## src/design/uesf_consts.svh

```systemverilog
/*
 * Constants of the USB error status flag block: register offsets, flag positions,
 * reset values and timing counts.
 * Assumes it is included by its bare name from design files.
 */
`ifndef UESF_CONSTS_SVH
`define UESF_CONSTS_SVH

// Register byte addresses on the APB bus.
`define UESF_OFF_STATUS 12'h000
`define UESF_OFF_MASK 12'h004
`define UESF_OFF_EVENT_RAW 12'h008
`define UESF_ADDR_W 12

// Flag positions within the status and mask registers.
`define UESF_BIT_PID 0
`define UESF_BIT_TOKEN_EOF 1
`define UESF_BIT_DATA_CRC 2
`define UESF_BIT_BYTE_ALIGN 3
`define UESF_BIT_TURNAROUND 4
`define UESF_BIT_MEM_ACCESS 5
`define UESF_BIT_BUS_MATRIX 6
`define UESF_BIT_BIT_STUFF 7
`define UESF_NFLAGS 8

// Reset values.
`define UESF_FLAGS_RST 8'h00
`define UESF_MASK_RST 8'h00
`define UESF_ZERO32 32'h0000_0000

// Turnaround idle limit in bit times and bit-time length in module clocks.
`define UESF_TURN_BIT_TIMES 16
`define UESF_BIT_CLKS 8
`define UESF_CNT_W 8
`define UESF_TURN_LIMIT ((`UESF_TURN_BIT_TIMES) * (`UESF_BIT_CLKS))
`define UESF_CNT_ONE 8'h01
`define UESF_CNT_ZERO 8'h00

`endif

```

## src/design/uesf_pkg.sv

```systemverilog
/*
 * Types of the USB error status flag block.
 * Assumes the constants header is on the include path.
 */
`include "uesf_consts.svh"

package uesf_pkg;
    typedef logic [`UESF_NFLAGS-1:0] uesf_flags_t;
    typedef logic [`UESF_CNT_W-1:0] uesf_cnt_t;

    // Turnaround watchdog states.
    typedef enum logic [2:0] {
        UESF_T_IDLE = 3'b001,
        UESF_T_WAIT = 3'b010,
        UESF_T_DONE = 3'b100
    } uesf_turn_t;
endpackage

```

## src/design/uesf_sync.sv

```systemverilog
/*
 * Two-flip-flop synchroniser for a group of level inputs.
 * Assumes the inputs are levels that stay for at least two module clocks.
 */
`timescale 1ns/1ns
`default_nettype none

module uesf_sync (
    input wire logic i_mclk,
    input wire logic i_rstn,
    input wire uesf_pkg::uesf_flags_t i_async,
    output var uesf_pkg::uesf_flags_t o_sync
);
    import uesf_pkg::*;

    uesf_flags_t meta_r;

    // First stage is read only by the second stage.
    always_ff @(posedge i_mclk or negedge i_rstn) begin
        if (!i_rstn) begin
            meta_r <= `UESF_FLAGS_RST;
            o_sync <= `UESF_FLAGS_RST;
        end else begin
            meta_r <= i_async;
            o_sync <= meta_r;
        end
    end
endmodule

`default_nettype wire

```

## src/design/uesf_turn_timer.sv

```systemverilog
/*
 * Bus turnaround watchdog: counts idle module clocks after an end-of-packet.
 * Assumes synchronised end-of-packet and response-start levels, one clock wide pulses
 * produced by the caller.
 */
`timescale 1ns/1ns
`default_nettype none

module uesf_turn_timer (
    input wire logic i_mclk,
    input wire logic i_rstn,
    input wire logic i_eop,
    input wire logic i_resp,
    output logic o_timeout
);
    import uesf_pkg::*;

    uesf_turn_t state_r;
    uesf_turn_t state_nxt;
    uesf_cnt_t cnt_r;
    uesf_cnt_t cnt_nxt;
    wire logic over_limit;

    // The limit counts as exceeded as soon as the count reaches sixteen bit times of clocks.
    assign over_limit = (cnt_r >= uesf_cnt_t'(`UESF_TURN_LIMIT));

    // Next state: arm on end-of-packet, disarm on response, fire once when idle too long.
    always_comb begin
        state_nxt = state_r;
        cnt_nxt = cnt_r;
        case (state_r)
            UESF_T_IDLE: begin
                cnt_nxt = `UESF_CNT_ZERO;
                if (i_eop) begin
                    state_nxt = UESF_T_WAIT;
                end
            end
            UESF_T_WAIT: begin
                if (i_resp) begin
                    state_nxt = UESF_T_IDLE;
                end else if (over_limit) begin
                    state_nxt = UESF_T_DONE;
                end else begin
                    cnt_nxt = cnt_r + `UESF_CNT_ONE;
                end
            end
            UESF_T_DONE: begin
                state_nxt = UESF_T_IDLE;
            end
            default: begin
                state_nxt = UESF_T_IDLE;
            end
        endcase
    end

    // State and counter registers; timeout pulses for one clock.
    always_ff @(posedge i_mclk or negedge i_rstn) begin
        if (!i_rstn) begin
            state_r <= UESF_T_IDLE;
            cnt_r <= `UESF_CNT_ZERO;
            o_timeout <= 1'b0;
        end else begin
            state_r <= state_nxt;
            cnt_r <= cnt_nxt;
            o_timeout <= (state_r == UESF_T_WAIT) && !i_resp && over_limit;
        end
    end
endmodule

`default_nettype wire

```

## src/design/uesf_top.sv

```systemverilog
/*
 * USB error status flag block: sticky error flags set by the USB engine, cleared by
 * software writing ones over APB, with a mask and a level interrupt output.
 * Assumes event inputs arrive asynchronously as levels held at least two module clocks,
 * and an APB master on the module clock.
 */
`timescale 1ns/1ns
`default_nettype none

`include "uesf_consts.svh"

// Behaviour
// - Bit 7 sets on a packet rejected for a bit stuffing violation.
// - Bit 6 sets on an invalid descriptor table base or buffer address.
// - Bit 5 sets when a memory bus grant comes too late, overflow or underflow.
// - Bit 5 also sets when a receive buffer is too small, truncating.
// - Bit 4 sets after more than 16 idle bit times past end-of-packet.
// - Bit 3 sets when a data field is not a whole number of bytes.
// - Bit 2 sets and the data packet is rejected on 16-bit CRC failure.
// - In device mode bit 1 sets and token is rejected on 5-bit CRC failure.
// - In host mode bit 1 sets on activity while the frame counter is zero.
// - Writing one clears a flag; writing zero leaves it unchanged.
// - Bits 31 to 8 read zero; all flags are zero after reset.
module uesf_top (
    input wire logic i_mclk,
    input wire logic i_rstn,
    input wire logic i_psel,
    input wire logic i_penable,
    input wire logic i_pwrite,
    input wire logic [`UESF_ADDR_W-1:0] i_paddr,
    input wire logic [31:0] i_pwdata,
    input wire logic [3:0] i_pstrb,
    output logic [31:0] o_prdata,
    output logic o_pready,
    output logic o_pslverr,
    input wire logic i_host_mode,
    input wire logic i_bit_stuff_err,
    input wire logic i_bus_matrix_err,
    input wire logic i_grant_late,
    input wire logic i_rx_truncated,
    input wire logic i_eop,
    input wire logic i_resp_start,
    input wire logic i_byte_align_err,
    input wire logic i_data_crc_err,
    input wire logic i_token_crc_err,
    input wire logic i_link_active,
    input wire logic i_sof_zero,
    input wire logic i_pid_err,
    output logic o_data_reject,
    output logic o_token_reject,
    output logic o_irq
);
    import uesf_pkg::*;

    // ****************************************************************
    // Input synchronisation
    // ****************************************************************

    uesf_flags_t raw_a;
    uesf_flags_t raw_s;
    uesf_flags_t aux_a;
    uesf_flags_t aux_s;
    uesf_flags_t raw_d_r;
    uesf_flags_t aux_d_r;
    uesf_flags_t rise;
    uesf_flags_t aux_rise;

    // Primary event levels, one per flag position where possible.
    assign raw_a[`UESF_BIT_BIT_STUFF] = i_bit_stuff_err;
    assign raw_a[`UESF_BIT_BUS_MATRIX] = i_bus_matrix_err;
    assign raw_a[`UESF_BIT_MEM_ACCESS] = i_grant_late;
    assign raw_a[`UESF_BIT_TURNAROUND] = i_eop;
    assign raw_a[`UESF_BIT_BYTE_ALIGN] = i_byte_align_err;
    assign raw_a[`UESF_BIT_DATA_CRC] = i_data_crc_err;
    assign raw_a[`UESF_BIT_TOKEN_EOF] = i_token_crc_err;
    assign raw_a[`UESF_BIT_PID] = i_pid_err;

    // Secondary levels; unused lanes are tied low.
    assign aux_a[`UESF_BIT_BIT_STUFF] = 1'b0;
    assign aux_a[`UESF_BIT_BUS_MATRIX] = 1'b0;
    assign aux_a[`UESF_BIT_MEM_ACCESS] = i_rx_truncated;
    assign aux_a[`UESF_BIT_TURNAROUND] = i_resp_start;
    assign aux_a[`UESF_BIT_BYTE_ALIGN] = i_host_mode;
    assign aux_a[`UESF_BIT_DATA_CRC] = i_link_active;
    assign aux_a[`UESF_BIT_TOKEN_EOF] = i_sof_zero;
    assign aux_a[`UESF_BIT_PID] = 1'b0;

    uesf_sync u_sync_raw (
        .i_mclk(i_mclk),
        .i_rstn(i_rstn),
        .i_async(raw_a),
        .o_sync(raw_s)
    );

    uesf_sync u_sync_aux (
        .i_mclk(i_mclk),
        .i_rstn(i_rstn),
        .i_async(aux_a),
        .o_sync(aux_s)
    );

    // Delayed copies for rising-edge detection on synchronised levels.
    always_ff @(posedge i_mclk or negedge i_rstn) begin
        if (!i_rstn) begin
            raw_d_r <= `UESF_FLAGS_RST;
            aux_d_r <= `UESF_FLAGS_RST;
        end else begin
            raw_d_r <= raw_s;
            aux_d_r <= aux_s;
        end
    end

    assign rise = raw_s & ~raw_d_r;
    assign aux_rise = aux_s & ~aux_d_r;

    // ****************************************************************
    // Event decode
    // ****************************************************************

    wire logic host_s;
    wire logic eof_cond;
    wire logic eof_d;
    wire logic turn_timeout;
    wire logic data_crc_ev;
    wire logic token_crc_ev;
    uesf_flags_t set_ev;
    logic eof_cond_d_r;

    assign host_s = aux_s[`UESF_BIT_BYTE_ALIGN];
    assign eof_d = eof_cond_d_r;
    // Activity while the frame counter sits at zero, host mode only.
    assign eof_cond = host_s && aux_s[`UESF_BIT_DATA_CRC] && aux_s[`UESF_BIT_TOKEN_EOF];
    assign data_crc_ev = rise[`UESF_BIT_DATA_CRC];
    assign token_crc_ev = rise[`UESF_BIT_TOKEN_EOF] && !host_s;

    // Edge register for the end-of-frame condition so it sets once per occurrence.
    always_ff @(posedge i_mclk or negedge i_rstn) begin
        if (!i_rstn) begin
            eof_cond_d_r <= 1'b0;
        end else begin
            eof_cond_d_r <= eof_cond;
        end
    end

    uesf_turn_timer u_turn (
        .i_mclk(i_mclk),
        .i_rstn(i_rstn),
        .i_eop(rise[`UESF_BIT_TURNAROUND]),
        .i_resp(aux_rise[`UESF_BIT_TURNAROUND]),
        .o_timeout(turn_timeout)
    );

    // Per-flag set conditions.
    assign set_ev[`UESF_BIT_BIT_STUFF] = rise[`UESF_BIT_BIT_STUFF];
    assign set_ev[`UESF_BIT_BUS_MATRIX] = rise[`UESF_BIT_BUS_MATRIX];
    // Late grant or truncated receive both flag a memory access error.
    assign set_ev[`UESF_BIT_MEM_ACCESS] = rise[`UESF_BIT_MEM_ACCESS]
        || aux_rise[`UESF_BIT_MEM_ACCESS];
    assign set_ev[`UESF_BIT_TURNAROUND] = turn_timeout;
    assign set_ev[`UESF_BIT_BYTE_ALIGN] = rise[`UESF_BIT_BYTE_ALIGN];
    assign set_ev[`UESF_BIT_DATA_CRC] = data_crc_ev;
    // Bit 1 is shared: token check in device mode, frame end in host mode.
    assign set_ev[`UESF_BIT_TOKEN_EOF] = token_crc_ev
        || (eof_cond && !eof_d);
    assign set_ev[`UESF_BIT_PID] = rise[`UESF_BIT_PID];

    // ****************************************************************
    // APB slave
    // ****************************************************************

    wire logic acc;
    wire logic wr;
    wire logic rd;
    wire logic hit_status;
    wire logic hit_mask;
    wire logic hit_raw;
    wire logic mapped;
    wire logic lane0;
    uesf_flags_t clr;
    uesf_flags_t flags_r;
    uesf_flags_t flags_nxt;
    uesf_flags_t mask_r;
    uesf_flags_t mask_nxt;
    logic [31:0] rdata;

    // Address match helper shared by all decodes.
    function automatic logic uesf_hit(input logic [`UESF_ADDR_W-1:0] a,
                                      input logic [`UESF_ADDR_W-1:0] off);
        uesf_hit = (a == off);
    endfunction

    // The slave answers in the second access cycle, after one wait state; pready is registered.
    assign acc = i_psel && i_penable && !o_pready;
    assign wr = acc && i_pwrite;
    assign rd = acc && !i_pwrite;
    assign hit_status = uesf_hit(i_paddr, `UESF_OFF_STATUS);
    assign hit_mask = uesf_hit(i_paddr, `UESF_OFF_MASK);
    assign hit_raw = uesf_hit(i_paddr, `UESF_OFF_EVENT_RAW);
    assign mapped = hit_status || hit_mask || hit_raw;
    assign lane0 = i_pstrb[0];

    // Write-one-to-clear mask from the low byte lane.
    assign clr = (wr && hit_status && lane0) ? i_pwdata[`UESF_NFLAGS-1:0]
                                             : `UESF_FLAGS_RST;
    // Hold until cleared; a set in the same cycle overrides the clear.
    assign flags_nxt = (flags_r & ~clr) | set_ev;
    assign mask_nxt = (wr && hit_mask && lane0) ? i_pwdata[`UESF_NFLAGS-1:0] : mask_r;

    // Read mux; upper bits always return zero.
    assign rdata = hit_status ? {24'h00_0000, flags_r} :
                   hit_mask ? {24'h00_0000, mask_r} :
                   hit_raw ? {24'h00_0000, raw_s} :
                   `UESF_ZERO32;

    // Flag and mask registers.
    always_ff @(posedge i_mclk or negedge i_rstn) begin
        if (!i_rstn) begin
            flags_r <= `UESF_FLAGS_RST;
            mask_r <= `UESF_MASK_RST;
        end else begin
            flags_r <= flags_nxt;
            mask_r <= mask_nxt;
        end
    end

    // Bus answer registers.
    always_ff @(posedge i_mclk or negedge i_rstn) begin
        if (!i_rstn) begin
            o_pready <= 1'b0;
            o_pslverr <= 1'b0;
            o_prdata <= `UESF_ZERO32;
        end else begin
            o_pready <= acc;
            o_pslverr <= acc && !mapped;
            o_prdata <= rd ? rdata : `UESF_ZERO32;
        end
    end

    // ****************************************************************
    // Outputs to the USB engine and interrupt
    // ****************************************************************

    // Reject strobes and interrupt level, all registered.
    always_ff @(posedge i_mclk or negedge i_rstn) begin
        if (!i_rstn) begin
            o_data_reject <= 1'b0;
            o_token_reject <= 1'b0;
            o_irq <= 1'b0;
        end else begin
            o_data_reject <= data_crc_ev;
            o_token_reject <= token_crc_ev;
            o_irq <= |(flags_nxt & mask_nxt);
        end
    end
endmodule

`default_nettype wire

```

## config.mk

```make
export PLATFORM = sky130hd
export DESIGN_NAME = uesf_top
export DESIGN_NICKNAME = d
export VERILOG_FILES = /design/src/design/uesf_pkg.sv /design/src/design/uesf_sync.sv /design/src/design/uesf_turn_timer.sv /design/src/design/uesf_top.sv
export VERILOG_INCLUDE_DIRS = /design/src /design/src/design
export SDC_FILE = /design/constraint.sdc
export NUM_CORES = 1
export LEC_CHECK = 0
export BUFFER_PORTS_ARGS = -buffer_cell sky130_fd_sc_hd__buf_4
export CAP_MARGIN = 30
export CORE_UTILIZATION = 35
export CTS_CLUSTER_SIZE = 30
export DETAILED_ROUTE_END_ITERATION = 12
export PLACE_DENSITY_LB_ADDON = 0.15
export RECOVER_POWER = 50
export SLEW_MARGIN = 20
export SYNTH_ARGS = -nofsm -noshare
export SYNTH_HDL_FRONTEND = slang
export SYNTH_HIERARCHICAL = 1
export SYNTH_SLANG_ARGS = --single-unit
```

## constraint.sdc

```tcl
create_clock -name i_mclk -period 2.8 [get_ports i_mclk]
set_input_delay 0.14 -clock i_mclk [delete_from_list [all_inputs] [get_ports i_mclk]]
set_output_delay 0.14 -clock i_mclk [all_outputs]
set_load 0.05 [all_outputs]
```

==> reports/results.txt, run 1 <==
Core Region = 8806 um2
Startpoint Class = flop
PwrDens = 552.7 nW/um2
part of the power in combinational logic = 10.5%
CTS max path bufs = 2
Flop pwr share = 54.1%
clk_skew = 0.01189 ns
Psw = 0.6044 mW
R2R depth = 7
Sw Share = 27.85%
GRT Resource Usage Total = 13.32%
CP arrival = 2.10 ns
initial antenna violation count = 0
root buf cell = clkbuf_8
max-slew violations = 0
Syn Area/Cell = 12.25 um2
placed instance count = 413
Leak Pwr = 1.835 nW
Area Growth Syn to Fin = 22.34%
Hold Startpoint = i_pwdata[0]
Worst Max-Slew Pin Slew = 1.042 ns
reg-to-reg critical path startpoint = o_pready$_DFF_PN0_
DRT antenna net count = 0
Rel. slew slack = 30.51%
final hold violations = 0
internal power = 1.566 mW
layout cells sized above 1 = 25.30%
Ports = 103
clock share of power = 35.4%
Die ar. = 9556 um2
clock sink count = 78
VDD IR max = 0.3010 mV
Total Nets Final = 399
clk slew on worst S/H paths = 0.08 ns
Post-Syn Area = 3209 um2
# rows = 34
vias in the first global route = 1913
gr ovfl total = 0
TritonCTS Buffers = 9
first-pass GRT wire length = 9735 um
RD Place Congestion = 0.6961
Final period util = 67.66%
Hold Path Depth = 2
CP max FO = 5
Slowest-stage cell, CP = dfrtp_1
WP data required = 3.01 ns
Synth Instances = 262
final WL = 5855 um
die height = 97.76 um
CTS resizes = 0
Post-DP Area = 3612 um2
Finish-stage setup viols = 0
DRT iter0 DRCs = 84
Post-CTS Repair Setup Buffers = 0
CP max stage delay = 0.37 ns
Clock Latency Late Sink = 0.35 ns
max cap viols = 0
Via density = 4.552
n_diodes = 0
CTS H-tree depth = 3
Worst setup EP type = flop
Hold/Removal Path Class = in2reg
hold path endpoint = flags_r[0]$_DFF_PN0_
Worst Path Class, Setup = reg2reg
failing checks = design-rule violations
routed length per instance = 13.19 um
Final Cell Area = 3926 um2
pin count of the biggest net entering global routing = 43
Final Critical Period = 1.894 ns
crit-path cells = nand3b_1, inv_1, nand2_1, nor3_4, a31oi_1, a221oi_2, nand4_1
status = complete, but fails checks
unrepaired setup endpoints after global routing = no
CTS tree = yes
drt drc = 14
DR vias = 2021
Port-buffer cells = 51
Synth warnings = 6
r2r endpoint = o_irq$_DFF_PN0_
Die W = 97.76 um
R2R setup slack = 0.91 ns
setup TNS = 0 ns
hold buffers post-CTS = 14
non-filler cells, final = 444
Max Freq = 527.9 MHz
DR pass1 iterations = 8
Fill cells = 849
Initial Util = 36.45%
dpl hpwl = 3913 um
==> power groups by stage <==
stage / Clock (mW) / Combinational, mW / Sequential (mW)
6_report: 0.768 / 0.228 / 1.17
5_1_grt: 0.860 / 0.247 / 1.18
4_1_cts: 0.807 / 0.234 / 1.18
3_5_place_dp: 0 / 0.218 / 1.20
3_3_place_gp: 0 / 0.213 / 1.20
2_1_floorplan: 0 / 0.149 / 1.20
==> layout make-up <==
class	count	area (um2)	share of cell area, %
clock inverters	7	55.05	1.402
inverters	16	60.06	1.530
clock buffers	9	123.9	3.155
flip-flops and latches	78	1953	49.74
multi-input cells	159	1061	27.02
well taps	108	135.1	3.442
repair buffers	67	538.0	13.70
==> flip-flops by register name, indices dropped and copies added, names as in the netlist, 2 cells and up <==
register,flops
aux_d_r,2
u_turn/state_r,3
mask_r,8
u_sync_raw/o_sync,8
o_prdata,8
raw_d_r,8
u_sync_aux/o_sync,5
flags_r,8
u_sync_raw/meta_r,8
u_turn/cnt_r,8
u_sync_aux/meta_r,5
==> worst max-delay path by stage <==
| stage | from | cells after the start | end |
|---|---|---|---|
| 2_1_floorplan | o_pready$_DFF_PN0_ | 7 | o_irq$_DFF_PN0_ |
| 3_3_place_gp | i_paddr[1] | 7 | o_irq$_DFF_PN0_ |
| 3_5_place_dp | i_paddr[1] | 7 | o_irq$_DFF_PN0_ |
| 4_1_cts | o_pready$_DFF_PN0_ | 7 | o_irq$_DFF_PN0_ |
| 5_1_grt | o_pready$_DFF_PN0_ | 7 | o_irq$_DFF_PN0_ |
| 6_report | o_pready$_DFF_PN0_ | 7 | o_irq$_DFF_PN0_ |
==> placed cells by master (no fill, tap or decap), types with 5 or more instances in the layout <==
master,count
dfrtp_1,77
buf_4,38
conb_1,24
nor2_1,23
inv_1,16
dlygate4sd3_1,15
clkbuf_4,13
nand2_1,12
a21oi_1,11
mux2i_1,10
clkbuf_8,9
nor2b_1,7
o21ai_1,6
nand2b_1,6
nand3_1,5
o21ai_0,5
==> per-stage QoR <==
| stage | hold WS (ns) | utilization, % | setup slack (ns) | power [mW] |
|---|---|---|---|---|
| 4_1_cts | 0.007877 | 44.64 | 0.8766 | 2.216 |
| 2_1_floorplan | -0.1556 | - | 0.8232 | 1.353 |
| 6_report | 0.02904 | 44.59 | 0.9056 | 2.170 |
| 3_3_place_gp | 0.2491 | 40.79 | 0.8730 | 1.411 |
| 3_5_place_dp | 0.1331 | 41.02 | 0.8354 | 1.416 |
| 5_1_grt | 0.01593 | 44.59 | 0.7556 | 2.286 |
==> routing by layer <==
| layer | wire length, um | vias to the layer above | global-route usage, % | part of all wire [%] |
|---|---|---|---|---|
| met5 | 0 | - | 0 | 0 |
| met4 | 78 | 0 | 4.545 | 1.3 |
| met3 | 259 | 6 | 4.796 | 4.4 |
| met2 | 2759 | 45 | 20.19 | 47 |
| met1 | 2757 | 977 | 17.72 | 47 |
| li1 | - | 993 | - | - |
==> critical path, delay by kind of cell (launching register included) <==
family	cells	cell delay, ns
compound gates	2	0.48
buf+inv	1	0.12
flops	1	0.37
simple gates	4	0.80
(Power assumes the default switching activity.)
==> run 2: changes to the inputs <==
==> constraint.sdc (replaced) <==
create_clock -name i_mclk -period 1.6 [get_ports i_mclk]
set_input_delay 0.08 -clock i_mclk [delete_from_list [all_inputs] [get_ports i_mclk]]
set_output_delay 0.08 -clock i_mclk [all_outputs]
set_load 0.05 [all_outputs]
==> run 2 against run 1 <==
Effect of this change:
- the run ends with design-rule violations, negative setup slack left
- design area rose by 7.1%
- register-to-register slack got worse by 1.1 ns
- combinational power increased by 89%
- sequential power increased by 75%
- fmax is 4.3% higher
- via count rose by 5.9%
==> reports/results.txt, run 2 (synthesis gave the netlist of run 1 again) <==
status = complete, but fails checks
failing checks = design-rule violations, negative setup slack
root buf cell = clkbuf_8
Final Cell Area = 4207 um2
CP max FO = 5
DRT antenna net count = 0
Startpoint Class = flop
Final Power = 4.158 mW
busiest grt layer = met2
Worst Path Class, Setup = reg2reg
Post-DP Area = 3766 um2
met2 layer usage reported by global route = 21.82%
routed length per instance = 13.27 um
Via density = 4.563
Finish-stage setup viols = 7
Core Region = 8806 um2
pin count of the biggest net entering global routing = 35
placed instance count = 433
drt drc = 7
max-slew violations = 0
Worst setup EP type = flop
# rows = 34
vias in the first global route = 2095
DR vias = 2140
Final period util = 113.6%
Leak Pwr = 1.979 nW
Fill cells = 802
Die W = 97.76 um
Ports = 103
GRT Resource Usage Total = 14.45%
initial antenna violation count = 0
Rel. slew slack = 59.78%
non-filler cells, final = 469
Port-buffer cells = 51
clk slew on worst S/H paths = 0.08 ns
GR Util met1 = 19.01%
first-pass GRT wire length = 10350 um
clk_skew = 0.01187 ns
die height = 97.76 um
RD Place Congestion = 0.7476
CTS tree = yes
R2R setup slack = -0.22 ns
TritonCTS Buffers = 9
Area Growth Syn to Fin = 31.07%
dpl hpwl = 4254 um
DRT iter0 DRCs = 90
Final Critical Period = 1.817 ns
Max Freq = 550.4 MHz
crit-path cells = nand3b_1, inv_2, and2_4, nand3_4, mux2_4, a221oi_2, nand4_1
Die ar. = 9556 um2
most frequent cells in the layout = 76 x dfrtp_1, 56 x buf_4, 24 x conb_1
final WL = 6224 um
final hold violations = 0
met3 Usage GRT = 5.297%
CP max stage delay = 0.40 ns
layout cells sized above 1 = 31.86%
CTS max path bufs = 2
Initial Util = 36.45%
PwrDens = 988.4 nW/um2
Slowest-stage cell, CP = dfrtp_2
DR pass1 iterations = 8
clock sink count = 78
unrepaired setup endpoints after global routing = yes
Worst Max-Slew Pin Slew = 0.6033 ns
gr ovfl total = 0
commonest non-fill, non-tap cell in the layout = dfrtp_1
CTS H-tree depth = 3
VDD IR max = 0.7620 mV
max cap viols = 0
fin worst setup slack = -0.2169 ns
Hold/Removal Path Class = in2reg
WP data required = 1.83 ns
Clock Latency Late Sink = 0.36 ns
n_diodes = 0
CP arrival = 2.04 ns
Total Nets Final = 424
[run 2: critical path: cells and delay by family (launching register included)]
family                 cells  cell delay, ns
buffers and inverters      1            0.10
multiplexers               1            0.33
flip-flops                 1            0.40
AND/OR/NAND/NOR            4            0.60
AO/OA/AOI/OAI              1            0.26
[run 2: final cells by class]
type	count	area [um2]	area share (%)
sequential	78	1954	46.46
multi-input combinational	159	1089	25.88
clock inverter	7	103.9	2.469
timing repair buffer	92	740.7	17.61
tap	108	135.1	3.212
inverter	16	60.06	1.428
clock buffer	9	123.9	2.945
[run 2: where the power goes]
part           leakage (nW)  switching, mW  internal, mW
Clock                 0.108          0.772         0.899
Sequential            0.955         0.0256          2.03
Combinational         0.916          0.281         0.151
[run 2: what timing repair did]
action | in CTS | in global routing
hold buffers | 18 | 0
endpoints found under the hold margin | 75 | 0
pin swaps | 3 | 1
gates cloned | 0 | 0
gates resized for setup | 6 | 3
buffers inserted | 2 | 0
setup endpoints to repair | 10 | 13
[run 2: routing by layer]
metal / up-vias / part of all wire, %
li1: 1037 / -
met1: 1034 / 48
met2: 55 / 46
met3: 14 / 4.7
met4: 0 / 1.5
met5: - / 0
[run 2: worst paths after layout]
path                                                      from                        endpoint  cells past startpoint
worst max-delay path                        o_pready$_DFF_PN0_                 o_irq$_DFF_PN0_                      7
max in group asynchronous                               i_rstn              o_pready$_DFF_PN0_                      3
worst min-delay path                               i_pwdata[3]             mask_r[3]$_DFF_PN0_                      3
worst min register to register  u_sync_raw/meta_r[0]$_DFF_PN0_  u_sync_raw/o_sync[0]$_DFF_PN0_                      0
min in group asynchronous                               i_rstn           o_prdata[3]$_DFF_PN0_                      2
worst max register to register              o_pready$_DFF_PN0_                 o_irq$_DFF_PN0_                      7
[run 2: metrics by stage]
step	setup WS (ns)	hold slack [ns]	util, %	TNS (ns)
after floorplan	-0.2340	-0.2156	-	-0.2385
after global placement	-0.1475	0.008470	42.77	-0.4623
after detailed placement	-0.2393	0.009191	42.77	-0.6705
after CTS	-0.2299	0.009731	47.84	-0.5959
after global routing	-0.3093	0.02319	47.77	-1.192
final	-0.2169	0.02975	47.77	-0.5938
